### config.mk
export PLATFORM = sky130hd
export DESIGN_NAME = sdce_mem_flat
export DESIGN_NICKNAME = d
export VERILOG_FILES = /design/src/include/sdce_pkg.sv /design/src/include/sdce_if.sv /design/src/design/sdce_mem.sv /design/src/flat_wrapper.sv
export VERILOG_INCLUDE_DIRS = /design/src /design/src/include
export SDC_FILE = /design/constraint.sdc
export NUM_CORES = 1
export LEC_CHECK = 0
export BUFFER_PORTS_ARGS = -buffer_cell sky130_fd_sc_hd__buf_2
export CORE_MARGIN = 3
export CORE_UTILIZATION = 55
export DETAILED_ROUTE_END_ITERATION = 16
export GPL_TIMING_DRIVEN = 0
export PLACE_DENSITY = 0.84
export SLEW_MARGIN = 20
export SYNTH_ARGS = -nofsm -noshare
export SYNTH_HDL_FRONTEND = slang
export SYNTH_SLANG_ARGS = --single-unit
### constraint.sdc
create_clock -name clk_in -period 2.41 [get_ports clk_in]
set_input_delay 0.482 -clock clk_in [delete_from_list [all_inputs] [get_ports clk_in]]
set_output_delay 0.482 -clock clk_in [all_outputs]
set_load 0.05 [all_outputs]
### src/include/sdce_regs.svh
// Timing and encoding constants for the SDRAM clock-enable state logic.
// Assumes a single 250 MHz clock shared by controller and memory ends.
// Operation
// - Self-refresh exit with NOP, idle after refresh_cycle_time
// - Power-down exit with NOP returns to idle
// - Clock enable low twice: ignore command pins
// - Enter low power only all idle, proper command
// - Enable fall elsewhere starts suspend next cycle
// - Enable rise in suspend ends it next cycle
// - Enable high twice: ordinary command decode
// - Suspend edge command must be bank-legal; the code does not check it, suspend entry and exit edges take any command
// - After exit wait setup before other commands
// - Per-bank state selected by bank_select
// - No illegal command to addressed bank
// - Burst termination respects bus turnaround, recovery; BST is not checked and is taken in any bank state
// - Precharge to idle bank acts as NOP
// - Refresh, mode access only when all idle
`ifndef SDCE_REGS_SVH
`define SDCE_REGS_SVH
`define SDCE_CLK_MHZ 250
`define SDCE_TRC_NS 70
`define SDCE_TRC_CYC ((`SDCE_TRC_NS * `SDCE_CLK_MHZ + 999) / 1000)
`define SDCE_TSETUP_NS 2
`define SDCE_TSETUP_CYC (((`SDCE_TSETUP_NS * `SDCE_CLK_MHZ + 999) / 1000) < 1 ? 1 : \
   ((`SDCE_TSETUP_NS * `SDCE_CLK_MHZ + 999) / 1000))
`define SDCE_NBANK 4
`define SDCE_CNT_W 8
`endif

### src/include/sdce_pkg.sv
// Types shared by both ends of the clock-enable link.
// Assumes sdce_regs.svh is on the include path.
package sdce_pkg;
   // Decoded command from chip select and the three strobes
   typedef enum logic [2:0] {
      SDCE_CMD_NOP, SDCE_CMD_ACT, SDCE_CMD_RD, SDCE_CMD_WR,
      SDCE_CMD_PRE, SDCE_CMD_REF, SDCE_CMD_MRS, SDCE_CMD_BST
   } sdce_cmd_t;
   // Device-level power state, Gray coded along the usual path
   typedef enum logic [2:0] {
      SDCE_ST_NORMAL = 3'h0,
      SDCE_ST_SUSPEND = 3'h1,
      SDCE_ST_PDOWN = 3'h3,
      SDCE_ST_SREF = 3'h2,
      SDCE_ST_SREF_EXIT = 3'h6
   } sdce_pstate_t;
   // Per-bank coarse state
   typedef enum logic [1:0] {
      SDCE_BK_IDLE = 2'h0,
      SDCE_BK_ACTIVE = 2'h1
   } sdce_bank_t;
   // Decode the pin pattern into a command (chip select low means selected)
   function automatic sdce_cmd_t sdce_decode(input logic cs_n, input logic ras_n,
                                             input logic cas_n, input logic we_n);
      if (cs_n)
         return SDCE_CMD_NOP;
      unique case ({ras_n, cas_n, we_n})
         3'h7: return SDCE_CMD_NOP;
         3'h3: return SDCE_CMD_ACT;
         3'h5: return SDCE_CMD_RD;
         3'h4: return SDCE_CMD_WR;
         3'h2: return SDCE_CMD_PRE;
         3'h1: return SDCE_CMD_REF;
         3'h0: return SDCE_CMD_MRS;
         default: return SDCE_CMD_BST;
      endcase
   endfunction
endpackage

### src/include/sdce_if.sv
// Command and clock-enable pins between controller and memory.
// Assumes both ends run on the same clk_in.
`timescale 1ns/100ps
`default_nettype none
interface sdce_if;
   logic cke; // Clock enable, high active
   logic cs_n; // Chip select, low active
   logic ras_n; // Row strobe, low active
   logic cas_n; // Column strobe, low active
   logic we_n; // Write strobe, low active
   logic [1:0] bank_select; // Bank address
   logic auto_precharge_flag; // Address bit selecting all banks or auto precharge
   // Controller drives all pins
   modport ctrl (output cke, cs_n, ras_n, cas_n, we_n, bank_select, auto_precharge_flag);
   // Memory only samples them
   modport mem (input cke, cs_n, ras_n, cas_n, we_n, bank_select, auto_precharge_flag);
endinterface
`default_nettype wire

### src/design/sdce_mem.sv
// Memory end: clock-enable power state machine with per-bank tracking.
// Assumes pins come from a controller on the same clock, so no synchroniser.
`timescale 1ns/100ps
`default_nettype none
`include "sdce_regs.svh"
module sdce_mem
   import sdce_pkg::*;
#(
   parameter int NBANK = `SDCE_NBANK,
   parameter int TRC_CYC = `SDCE_TRC_CYC
) (
   input wire logic clk_in,
   input wire logic rstn_in,
   sdce_if.mem pins,
   output logic [2:0] pstate_out, // Power state code
   output logic suspended_out, // Internal clock held
   output logic [NBANK-1:0] bank_active_out, // Per-bank row open
   output logic illegal_out, // Illegal command seen, one cycle
   output logic cmd_valid_out, // Command accepted in the previous cycle
   output logic [2:0] cmd_out, // Accepted command code
   output logic [1:0] cmd_bank_out // Accepted command bank
);
   initial begin
      if (NBANK != 4) $error("sdce_mem serves four banks only");
      if (TRC_CYC < 1 || TRC_CYC > 255) $error("TRC_CYC out of range");
   end

   sdce_pstate_t state_reg, state_next; // Power state
   logic cke_prev_reg; // Clock enable of previous cycle
   logic [`SDCE_CNT_W-1:0] trc_reg, trc_next; // Refresh exit countdown
   logic [NBANK-1:0] bank_reg, bank_next; // Open-row flags
   logic illegal_next; // Illegal detect
   sdce_cmd_t cmd; // Decoded command
   wire cke_rise = !cke_prev_reg && pins.cke; // Low then high
   wire cke_fall = cke_prev_reg && !pins.cke; // High then low
   wire cke_high2 = cke_prev_reg && pins.cke; // High both cycles
   wire all_idle = (bank_reg == '0); // No bank open
   wire is_nop = (cmd == SDCE_CMD_NOP); // Deselect or no-op
   wire sel_active = bank_reg[pins.bank_select]; // Addressed bank open
   wire decode_en = cke_high2 && (state_reg == SDCE_ST_NORMAL); // Ordinary decode

   assign cmd = sdce_decode(pins.cs_n, pins.ras_n, pins.cas_n, pins.we_n);

   // Next power state, bank flags and illegal detect
   always_comb begin
      state_next = state_reg;
      trc_next = trc_reg;
      bank_next = bank_reg;
      illegal_next = 1'b0;
      unique case (state_reg)
         SDCE_ST_NORMAL: begin
            if (cke_fall && all_idle) begin
               // Low-power entry only from all banks idle
               if (is_nop)
                  state_next = SDCE_ST_PDOWN;
               else if (cmd == SDCE_CMD_REF)
                  state_next = SDCE_ST_SREF;
               else
                  illegal_next = 1'b1;
            end else if (cke_fall) begin
               state_next = SDCE_ST_SUSPEND; // Suspend next cycle
            end else if (decode_en) begin
               // Ordinary per-bank table, coarse form
               unique case (cmd)
                  SDCE_CMD_ACT: begin
                     if (sel_active) illegal_next = 1'b1;
                     else bank_next[pins.bank_select] = 1'b1;
                  end
                  SDCE_CMD_RD, SDCE_CMD_WR: begin
                     if (!sel_active) illegal_next = 1'b1;
                     else if (pins.auto_precharge_flag)
                        bank_next[pins.bank_select] = 1'b0;
                  end
                  SDCE_CMD_PRE: begin
                     // Idle bank simply stays idle: acts as no-op
                     if (pins.auto_precharge_flag) bank_next = '0;
                     else bank_next[pins.bank_select] = 1'b0;
                  end
                  SDCE_CMD_REF, SDCE_CMD_MRS: begin
                     if (!all_idle) illegal_next = 1'b1;
                  end
                  default: begin
                  end
               endcase
            end
         end
         SDCE_ST_SUSPEND: begin
            // Held while enable low; rise ends it next cycle
            if (cke_rise) state_next = SDCE_ST_NORMAL;
         end
         SDCE_ST_PDOWN: begin
            // Low twice: pins ignored
            if (cke_rise) begin
               if (is_nop) state_next = SDCE_ST_NORMAL;
               else illegal_next = 1'b1;
            end
         end
         SDCE_ST_SREF: begin
            // Low twice: pins ignored
            if (cke_rise) begin
               if (is_nop) begin
                  state_next = SDCE_ST_SREF_EXIT;
                  trc_next = TRC_CYC[`SDCE_CNT_W-1:0];
               end else begin
                  illegal_next = 1'b1;
               end
            end
         end
         SDCE_ST_SREF_EXIT: begin
            // Idle once refresh_cycle_time has passed
            if (!is_nop) illegal_next = 1'b1;
            if (trc_reg <= `SDCE_CNT_W'h01) state_next = SDCE_ST_NORMAL;
            else trc_next = trc_reg - `SDCE_CNT_W'h01;
         end
         default: state_next = SDCE_ST_NORMAL;
      endcase
   end

   // State registers
   always_ff @(posedge clk_in) begin
      if (!rstn_in) begin
         state_reg <= SDCE_ST_NORMAL;
         cke_prev_reg <= 1'b1;
         trc_reg <= '0;
         bank_reg <= '0;
         illegal_out <= 1'b0;
      end else begin
         state_reg <= state_next;
         cke_prev_reg <= pins.cke;
         trc_reg <= trc_next;
         bank_reg <= bank_next;
         illegal_out <= illegal_next;
      end
   end

   // Registered command report, only for ordinary decode
   always_ff @(posedge clk_in) begin
      if (!rstn_in) begin
         cmd_valid_out <= 1'b0;
         cmd_out <= 3'h0;
         cmd_bank_out <= 2'h0;
      end else begin
         cmd_valid_out <= decode_en && !is_nop && !illegal_next;
         cmd_out <= cmd;
         cmd_bank_out <= pins.bank_select;
      end
   end

   assign pstate_out = state_reg;
   assign suspended_out = (state_reg == SDCE_ST_SUSPEND);
   assign bank_active_out = bank_reg;
endmodule
`default_nettype wire

### src/flat_wrapper.sv
// flat-port wrapper written by rule: the top's interface ports become plain ports
module sdce_mem_flat import sdce_pkg::*;
#(
   parameter int NBANK = `SDCE_NBANK,
   parameter int TRC_CYC = `SDCE_TRC_CYC
)
  (clk_in, rstn_in, pstate_out, suspended_out, bank_active_out, illegal_out, cmd_valid_out, cmd_out, cmd_bank_out, pins_cke, pins_cs_n, pins_ras_n, pins_cas_n, pins_we_n, pins_bank_select, pins_auto_precharge_flag);
  sdce_if pins_i ();
  input wire logic clk_in;
  input wire logic rstn_in;
  output logic [2:0] pstate_out;
  output logic suspended_out;
  output logic [NBANK-1:0] bank_active_out;
  output logic illegal_out;
  output logic cmd_valid_out;
  output logic [2:0] cmd_out;
  output logic [1:0] cmd_bank_out;
  input wire logic [$bits(pins_i.cke)-1:0] pins_cke;
  input wire logic [$bits(pins_i.cs_n)-1:0] pins_cs_n;
  input wire logic [$bits(pins_i.ras_n)-1:0] pins_ras_n;
  input wire logic [$bits(pins_i.cas_n)-1:0] pins_cas_n;
  input wire logic [$bits(pins_i.we_n)-1:0] pins_we_n;
  input wire logic [$bits(pins_i.bank_select)-1:0] pins_bank_select;
  input wire logic [$bits(pins_i.auto_precharge_flag)-1:0] pins_auto_precharge_flag;
  assign pins_i.cke = pins_cke;
  assign pins_i.cs_n = pins_cs_n;
  assign pins_i.ras_n = pins_ras_n;
  assign pins_i.cas_n = pins_cas_n;
  assign pins_i.we_n = pins_we_n;
  assign pins_i.bank_select = pins_bank_select;
  assign pins_i.auto_precharge_flag = pins_auto_precharge_flag;
  sdce_mem #(.NBANK(NBANK), .TRC_CYC(TRC_CYC)) u_core (.clk_in(clk_in), .rstn_in(rstn_in), .pins(pins_i), .pstate_out(pstate_out), .suspended_out(suspended_out), .bank_active_out(bank_active_out), .illegal_out(illegal_out), .cmd_valid_out(cmd_valid_out), .cmd_out(cmd_out), .cmd_bank_out(cmd_bank_out));
endmodule
==> flow_summary.rst, run 1 <==
.. list-table::
   :header-rows: 1

   * - Metric
     - Value
   * - Initial antenna violation count
     - 0
   * - Worst setup startpoint
     - u_core.bank_active_out[0]
   * - Worst-Margin Slew
     - roughly 0.54 ns
   * - Vias post-DR
     - approximately 1.3k
   * - Routability Congestion
     - roughly 0.79
   * - Power per unit of standard cell area
     - just under 500 nW/um^2
   * - Post-layout net count
     - between 200 and 250
   * - Overflow left after global routing
     - 0
   * - Placement row count
     - 18
   * - Global Route Usage Sum
     - 0.2002
   * - Routed len/inst
     - ~14 um
   * - Fin crit period
     - between 1.5 and 2 ns
   * - Post-synth design cell area
     - 1459 um^2
   * - Slowest cell on the critical path
     - sky130_fd_sc_hd__or4_4
   * - Ports
     - 25
   * - Via count of the first global-routing pass
     - about 1.3k
   * - Number of cells upsized or downsized after cts
     - 0
   * - Max reg flops
     - 8
   * - Final Instance Count excl. Fillers
     - ~220
   * - Inserted Diodes
     - 0
   * - Post CTS Setup Buffer Count
     - 0
   * - Pin count of the biggest net entering global routing
     - 14
   * - Arrival time at the worst endpoint
     - between 2 and 2.5 ns
   * - Endpoints failing hold
     - 0
   * - Number of H-tree levels
     - 1
   * - Worst vdd ir
     - roughly 0.00038 V
   * - Share of async-settable or async-resettable flops after synthesis
     - 0
   * - Post-Syn Nets
     - 174
   * - Path class of the lowest-slack min-delay path
     - input port to register
   * - Number of enable flip-flop cells after synthesis
     - 0
   * - Biggest cell delay along the critical path
     - approximately 0.57 ns
   * - FF+latch count, synth
     - 23
   * - Core box area
     - ~2500 um^2
   * - Family with the most delay on the worst path
     - simple AND/OR/NAND/NOR gates
   * - Number of nets still failing antenna checks after routing
     - 0
   * - DRT Pass-1 Iters
     - 4
   * - Floorplan die width
     - between 50 and 60 um
   * - TritonCTS sink count
     - 23
   * - Share of cells above drive strength 1
     - 0.2540
   * - First DRT Iteration DRCs
     - 57
   * - Fin Clk Skew
     - ~0.0012 ns
   * - PortBufs
     - 23
   * - HPWL Detailed
     - 2.318 mm
   * - Setup repair after global routing missed its margin
     - false
   * - Total Negative Setup Slacks
     - 0 ns
   * - Share of synthesized area occupied by flip-flops and latches
     - 0.3156
   * - Total instance count after detailed placement
     - 215
   * - Max-cap check violation count
     - 0
   * - TritonCTS buffer count
     - 3
   * - Chip Height
     - between 50 and 60 um
   * - Die footprint
     - approximately 3300 um^2
   * - Via density per instance
     - 6.041
   * - Fraction of post-synthesis cell area in the top cell type by area
     - 0.3156
   * - Count of final max-slew check failures
     - 0
   * - P&R area growth vs syn
     - 12.35%
   * - CP Class
     - register to register
   * - Initial core utilization
     - 0.5836
   * - Clock Root Buffer
     - sky130_fd_sc_hd__clkbuf_4
   * - Largest area contributor in the netlist
     - sky130_fd_sc_hd__dfxtp_1
   * - DRC violations left
     - 0
   * - Final setup viols
     - 0
   * - Total of hold buffers inserted after clock tree synthesis
     - 0
   * - Hold WS
     - roughly 0.41 ns
   * - Gate Count Post-Synth
     - approximately 160
   * - Kind of end point of the critical path
     - register
   * - Latest clock arrival within the worst-skew pair
     - 0.30 ns
   * - Slew margin rel.
     - 0.6399
   * - Required time reported for the critical path endpoint
     - 2.67 ns
   * - Cells along the critical path
     - or4_4, or4b_4, o2111ai_2, o221a_1
   * - Reg clk slew, reported paths
     - between 0.1 and 0.15 ns
   * - TritonCTS clock tree
     - done
   * - Number of unique standard cell types used by synthesis
     - between 60 and 70
   * - R2r startpoint
     - u_core.bank_active_out[0]
   * - Maximum clock path buffer count
     - 2
   * - Share of the clock period used by the worst path
     - 0.8210
   * - Post-Route WL
     - a little over 3 mm
   * - Largest fanout of any net on the critical path
     - 5
   * - Average instance area after synthesis
     - between 9 and 10 um^2
   * - Fmax achieved
     - approximately 510 MHz
   * - Leading register cell type out of synthesis
     - sky130_fd_sc_hd__dfxtp_1
   * - Cell types with the largest area share after synthesis
     - sky130_fd_sc_hd__dfxtp_1, sky130_fd_sc_hd__nor2_1, sky130_fd_sc_hd__nand2_1
   * - Status
     - complete, no violations
   * - Yosys warnings
     - 0
   * - Number of buffers and inverters on the critical path
     - 0
   * - Hold Startpoint
     - rstn_in
   * - Wire length of the first global-routing pass
     - ~5.4 mm
   * - Element type at the critical path start
     - register
   * - Leakage power
     - about 0.7 nW
==> per-layer routing <==
| metal | GRT usage | share of wire |
|---|---|---|
| met5 | 0 | 0 |
| met4 | 0.05629 | 0.0046 |
| met3 | 0.02036 | 0.052 |
| met2 | 0.3452 | 0.50 |
| met1 | 0.2635 | 0.45 |
==> report_power, final <==
part	switching, mW	internal (mW)
registers	0.00937	0.394
logic	0.148	0.0838
clock network	0.118	0.0619
total	0.275	0.540
==> cell families after synthesis <==
logic type,after synthesis,synth area share
and+or+nand+nor,71,0.2950
AOI/OAI and AO/OA,42,0.2256
DFF,23,0.3156
buffers and inverters,13,0.06090
muxes,7,0.06090
xor gates and xnor gates,3,0.01801
adders and majority gates,3,0.02401
==> stage by stage <==
| step | power (mW) | area (um^2) | utilization | setup slack, ns |
|---|---|---|---|---|
| floorplan | 0.5895 | 1459 | - | 0.3442 |
| detailed placement | 0.6415 | 1612 | 0.6446 | 0.1839 |
| global placement | 0.6375 | 1612 | 0.6446 | 0.1886 |
| global route | 0.8637 | 1639 | 0.6557 | 0.3204 |
| CTS | 0.8261 | 1639 | 0.6557 | 0.4275 |
| finish | 0.8149 | 1639 | 0.6557 | 0.4314 |
==> cell type report <==
cell class	instances	area (um^2)
fillers	206	860.8
inverters	5	18.77
flip-flops and latches	23	460.4
clock inverters	1	5.005
clock buffers	3	22.52
well taps	30	37.54
multi-input cells	126	909.6
plain buffers	8	70.07
repair buffers	23	115.1
==> final timing paths <==
kind | cells after the start | end | slack, ns
setup / recovery | 4 | u_core.pstate_out[1] | 0.43
hold / removal | 2 | u_core.cke_prev_reg | 0.41
setup reg to reg | 4 | u_core.pstate_out[1] | 0.43
hold reg to reg | 2 | u_core.trc_reg[5] | 0.51
==> layout by cell type, fill, tap and decap left out, drive strengths merged, types with 2 or more instances in the layout <==
master / instances
nor3: 3
o311ai: 2
nor2b: 4
buf: 27
and3b: 2
or2: 2
clkbuf: 7
mux2: 2
or3: 6
and3: 2
nor3b: 4
nand3: 4
o31ai: 2
nand4bb: 2
nor2: 13
a21oi: 7
or4: 3
xnor2: 2
nand2: 11
inv: 5
a22oi: 2
a2111oi: 4
mux2i: 4
or2b: 4
o22ai: 3
o21ai: 7
dfxtp: 23
nand2b: 2
and2: 2
ha: 2
==> cell usage after synthesis (2+ instances only) <==
cell type,instances
sky130_fd_sc_hd__nand2b_1,2
sky130_fd_sc_hd__a2111oi_0,4
sky130_fd_sc_hd__buf_6,2
sky130_fd_sc_hd__ha_1,2
sky130_fd_sc_hd__clkbuf_8,2
sky130_fd_sc_hd__nand4bb_1,2
sky130_fd_sc_hd__mux2i_1,4
sky130_fd_sc_hd__or3_1,6
sky130_fd_sc_hd__mux2_1,2
sky130_fd_sc_hd__nor3b_1,4
sky130_fd_sc_hd__and2_1,2
sky130_fd_sc_hd__xnor2_1,2
sky130_fd_sc_hd__clkbuf_1,2
sky130_fd_sc_hd__nor3_1,3
sky130_fd_sc_hd__nand2_1,11
sky130_fd_sc_hd__o22ai_1,3
sky130_fd_sc_hd__o21ai_1,4
sky130_fd_sc_hd__nor2b_1,4
sky130_fd_sc_hd__inv_1,5
sky130_fd_sc_hd__or2b_2,4
sky130_fd_sc_hd__a21oi_1,7
sky130_fd_sc_hd__and3_1,2
sky130_fd_sc_hd__dfxtp_1,23
sky130_fd_sc_hd__or4_1,2
sky130_fd_sc_hd__a22oi_1,2
sky130_fd_sc_hd__nor2_1,13
sky130_fd_sc_hd__nand3_1,4
sky130_fd_sc_hd__o21ai_0,3
(Power assumes the default switching activity.)
==> inputs of run 2 (changes only) <==
--- a/config.mk
+++ b/config.mk
@@ -8,10 +8,10 @@
 export LEC_CHECK = 0
 export BUFFER_PORTS_ARGS = -buffer_cell sky130_fd_sc_hd__buf_2
 export CORE_MARGIN = 3
-export CORE_UTILIZATION = 55
+export CORE_UTILIZATION = 50
 export DETAILED_ROUTE_END_ITERATION = 16
 export GPL_TIMING_DRIVEN = 0
-export PLACE_DENSITY = 0.84
+export PLACE_DENSITY = 0.81
 export SLEW_MARGIN = 20
 export SYNTH_ARGS = -nofsm -noshare
 export SYNTH_HDL_FRONTEND = slang
==> constraint.sdc (replaced) <==
create_clock -name clk_in -period 1.6 [get_ports clk_in]
set_input_delay 0.32 -clock clk_in [delete_from_list [all_inputs] [get_ports clk_in]]
set_output_delay 0.32 -clock clk_in [all_outputs]
set_load 0.05 [all_outputs]
==> flow_summary.rst, run 2 (synthesized netlist as in run 1, its figures left out) <==
.. list-table::
   :header-rows: 1

   * - Metric
     - Value
   * - Slew margin rel.
     - 0.5734 (-0.06648)
   * - Hold Startpoint
     - rstn_in
   * - Element type at the critical path start
     - register
   * - Required time reported for the critical path endpoint
     - 1.87 ns (-0.80 ns)
   * - Maximum clock path buffer count
     - 2 (unchanged)
   * - Floorplan die width
     - 60.02 um (+4.4%)
   * - Initial antenna violation count
     - 0 (unchanged)
   * - Via density per instance
     - 6.474 (+7.2%)
   * - Final WS setup
     - -0.3391 ns (-0.7705 ns)
   * - First DRT Iteration DRCs
     - 95 (+67%)
   * - Number of nets still failing antenna checks after routing
     - 0 (unchanged)
   * - DRT Pass-1 Iters
     - 4 (unchanged)
   * - TritonCTS sink count
     - 23 (unchanged)
   * - Switching pwr
     - 0.4659 mW (+69%)
   * - Register-to-register setup slack
     - -0.34 ns (-0.77 ns)
   * - Die footprint
     - 3602 um^2 (+8.9%)
   * - HPWL Detailed
     - 2.437 mm (+5.1%)
   * - Ports
     - 25 (unchanged)
   * - Leading cell types in the layout, fill and taps excluded
     - sky130_fd_sc_hd__buf_2, sky130_fd_sc_hd__dfxtp_1, sky130_fd_sc_hd__nor2_1, sky130_fd_sc_hd__nand2_1, sky130_fd_sc_hd__a21oi_1
   * - End of the worst register-to-register path
     - u_core.pstate_out[1]
   * - Reg clk slew, reported paths
     - 0.13 ns (about the same)
   * - P&R area growth vs syn
     - 33.02%
   * - Register Area
     - 479.2 um^2 (+4.1%)
   * - Endpoints failing hold
     - 0 (unchanged)
   * - Chip Height
     - 60.02 um (+4.4%)
   * - Largest fanout of any net on the critical path
     - 2 (-3)
   * - Final Instance Count excl. Fillers
     - 228 (+4.1%)
   * - Arrival time at the worst endpoint
     - 2.21 ns (-0.03 ns)
   * - R2r startpoint
     - u_core.bank_active_out[0]
   * - Core box area
     - 2613 um^2 (+4.5%)
   * - Overflow left after global routing
     - 0 (unchanged)
   * - Worst-Margin Slew
     - 0.6395 ns (+0.1004 ns)
   * - Kind of end point of the critical path
     - register
   * - CP Class
     - register to register
   * - Placed inst area
     - 1645 um^2 (+2.1%)
   * - Routed len/inst
     - 17.40 um (+25%)
   * - DRC violations left
     - 0 (unchanged)
   * - Pin count of the biggest net entering global routing
     - 14 (unchanged)
   * - PortBufs
     - 23 (unchanged)
   * - Most common cell after layout, fill and taps aside
     - sky130_fd_sc_hd__buf_2
   * - Global Route Usage Sum
     - 0.2298 (+0.02963)
   * - Count of final max-slew check failures
     - 0 (unchanged)
   * - Placement row count
     - 18 (unchanged)
   * - TritonCTS clock tree
     - done
   * - Clock Root Buffer
     - sky130_fd_sc_hd__clkbuf_4
   * - GR Layer Usage met3
     - 0.03672 (+0.01636)
   * - Fill cell instance count of the final layout
     - 196 (-4.9%)
   * - Initial core utilization
     - 0.5584 (-0.02515)
   * - Share of the clock period used by the worst path
     - 1.212 (+0.3909)
   * - Flop pwr share
     - 0.465 (-0.030)
   * - Max reg flops
     - 8 (unchanged)
   * - TritonCTS buffer count
     - 3 (unchanged)
   * - Path class of the lowest-slack min-delay path
     - input port to register
   * - Inserted Diodes
     - 0 (unchanged)
   * - End point of the worst hold path
     - u_core.cke_prev_reg
   * - Total instance count after detailed placement
     - 215 (unchanged)
   * - Hold Path Depth
     - 2 (unchanged)
   * - Clock group share of total power
     - 0.214 (-0.007)
   * - Latest clock arrival within the worst-skew pair
     - 0.32 ns (+0.02 ns)
   * - Number of H-tree levels
     - 1 (unchanged)
   * - Leakage power
     - 0.7648 nW (+11%)
   * - Vias post-DR
     - 1476 (+12%)
   * - Wire length of the first global-routing pass
     - 6.354 mm (+17%)
   * - Cell depth of the worst flop-to-flop path
     - 4 (unchanged)
   * - Share of cells above drive strength 1
     - 0.4242 (+0.1703)
   * - Post-route cell area
     - 1941 um^2 (+18%)
   * - Met2 layer usage reported by global route
     - 0.3704 (+0.02521)
   * - Area occupied by multi-input gates
     - 1095 um^2 (+20%)
   * - Fmax achieved
     - 515.7 MHz (+2.0%)
   * - Fin crit period
     - 1.939 ns (-0.03951 ns)
   * - Setup repair after global routing missed its margin
     - true
   * - Total of hold buffers inserted after clock tree synthesis
     - 0 (unchanged)
   * - Net switching share of the total power
     - 0.3582 (+0.02046)
   * - Power per unit of standard cell area
     - 670.3 nW/um^2 (+35%)
   * - Status
     - complete, but fails checks
   * - Violations in the final reports
     - setup timing
   * - Share of the core filled with cells in the final layout
     - 0.7428 (+0.08716)
   * - Via count of the first global-routing pass
     - 1388 (+9.6%)
   * - Most crowded layer after global routing
     - met2
   * - Routability Congestion
     - 0.8338 (+5.1%)
   * - Max-cap check violation count
     - 0 (unchanged)
   * - Setup slack after placement
     - -0.5193 ns (-0.7032 ns)
   * - Cell-internal power
     - 0.8349 mW (+55%)
   * - Post-layout net count
     - 211 (+4.5%)
   * - Post-Route WL
     - 3.967 mm (+30%)
   * - Fin Clk Skew
     - 0.002166 ns (+0.001012 ns)
   * - Final setup viols
     - 16 (+16)
   * - Met1 capacity usage during global routing
     - 0.2971 (+0.03360)
   * - Hold WS
     - 0.2416 ns (-0.1682 ns)
   * - Worst vdd ir
     - 0.0006435 V (+71%)
   * - Combinational share of power
     - 0.321 (+0.037)
run 2: cell type report:
class                   instances  share of cell area
clock inverters                 1            0.002579
flip-flops and latches         23              0.2469
inverters                       5            0.009671
repair buffers                 32              0.1096
well taps                      30             0.01934
multi-input cells             126              0.5642
clock buffers                   3             0.01161
plain buffers                   8             0.03611
run 2: per-layer routing:
| metal | vias up | share of wire |
|---|---|---|
| li1 | 690 | - |
| met1 | 722 | 0.43 |
| met2 | 55 | 0.51 |
| met3 | 9 | 0.047 |
| met4 | 0 | 0.018 |
| met5 | - | 0 |
run 2: metrics by stage:
step | total power [mW] | TNS [ns]
2_1_floorplan | 0.8865 | -2.445
3_3_place_gp | 0.9598 | -3.400
3_5_place_dp | 0.9688 | -3.888
4_1_cts | 1.274 | -2.284
5_1_grt | 1.371 | -3.524
6_report | 1.301 | -2.706
run 2: worst max-delay path: stages (launching register included):
cell                        delay (ns)
sky130_fd_sc_hd__dfxtp_4          0.37
sky130_fd_sc_hd__or4_4            0.54
sky130_fd_sc_hd__or4b_4           0.53
sky130_fd_sc_hd__o2111ai_4        0.24
sky130_fd_sc_hd__o221a_1          0.22
run 2: how the worst max path moves through the flow:
stage                                          from                        end  slack [ns]  cells past startpoint
final                     u_core.bank_active_out[0]       u_core.pstate_out[1]       -0.34                      4
after global routing      u_core.bank_active_out[0]       u_core.pstate_out[0]       -0.39                      4
after CTS                 u_core.bank_active_out[0]       u_core.pstate_out[0]       -0.34                      4
after detailed placement                 pins_cas_n  u_core.bank_active_out[3]       -0.52                      6
after global placement                   pins_cas_n  u_core.bank_active_out[3]       -0.45                      6
after floorplan           u_core.bank_active_out[1]       u_core.pstate_out[0]       -0.32                      4
run 2: power groups by stage:
| stage | registers (mW) | clock network, mW | logic, mW |
|---|---|---|---|
| floorplan | 0.682 | 0 | 0.204 |
| global placement | 0.617 | 0 | 0.343 |
| detailed placement | 0.618 | 0 | 0.351 |
| CTS | 0.604 | 0.281 | 0.389 |
| global route | 0.607 | 0.316 | 0.449 |
| finish | 0.605 | 0.279 | 0.417 |
run 2: repair_timing:
item                       4_1_cts  5_1_grt
pin swaps                       14       12
buffers inserted                 7        3
setup endpoints to repair       17       17
resized for setup               29       12
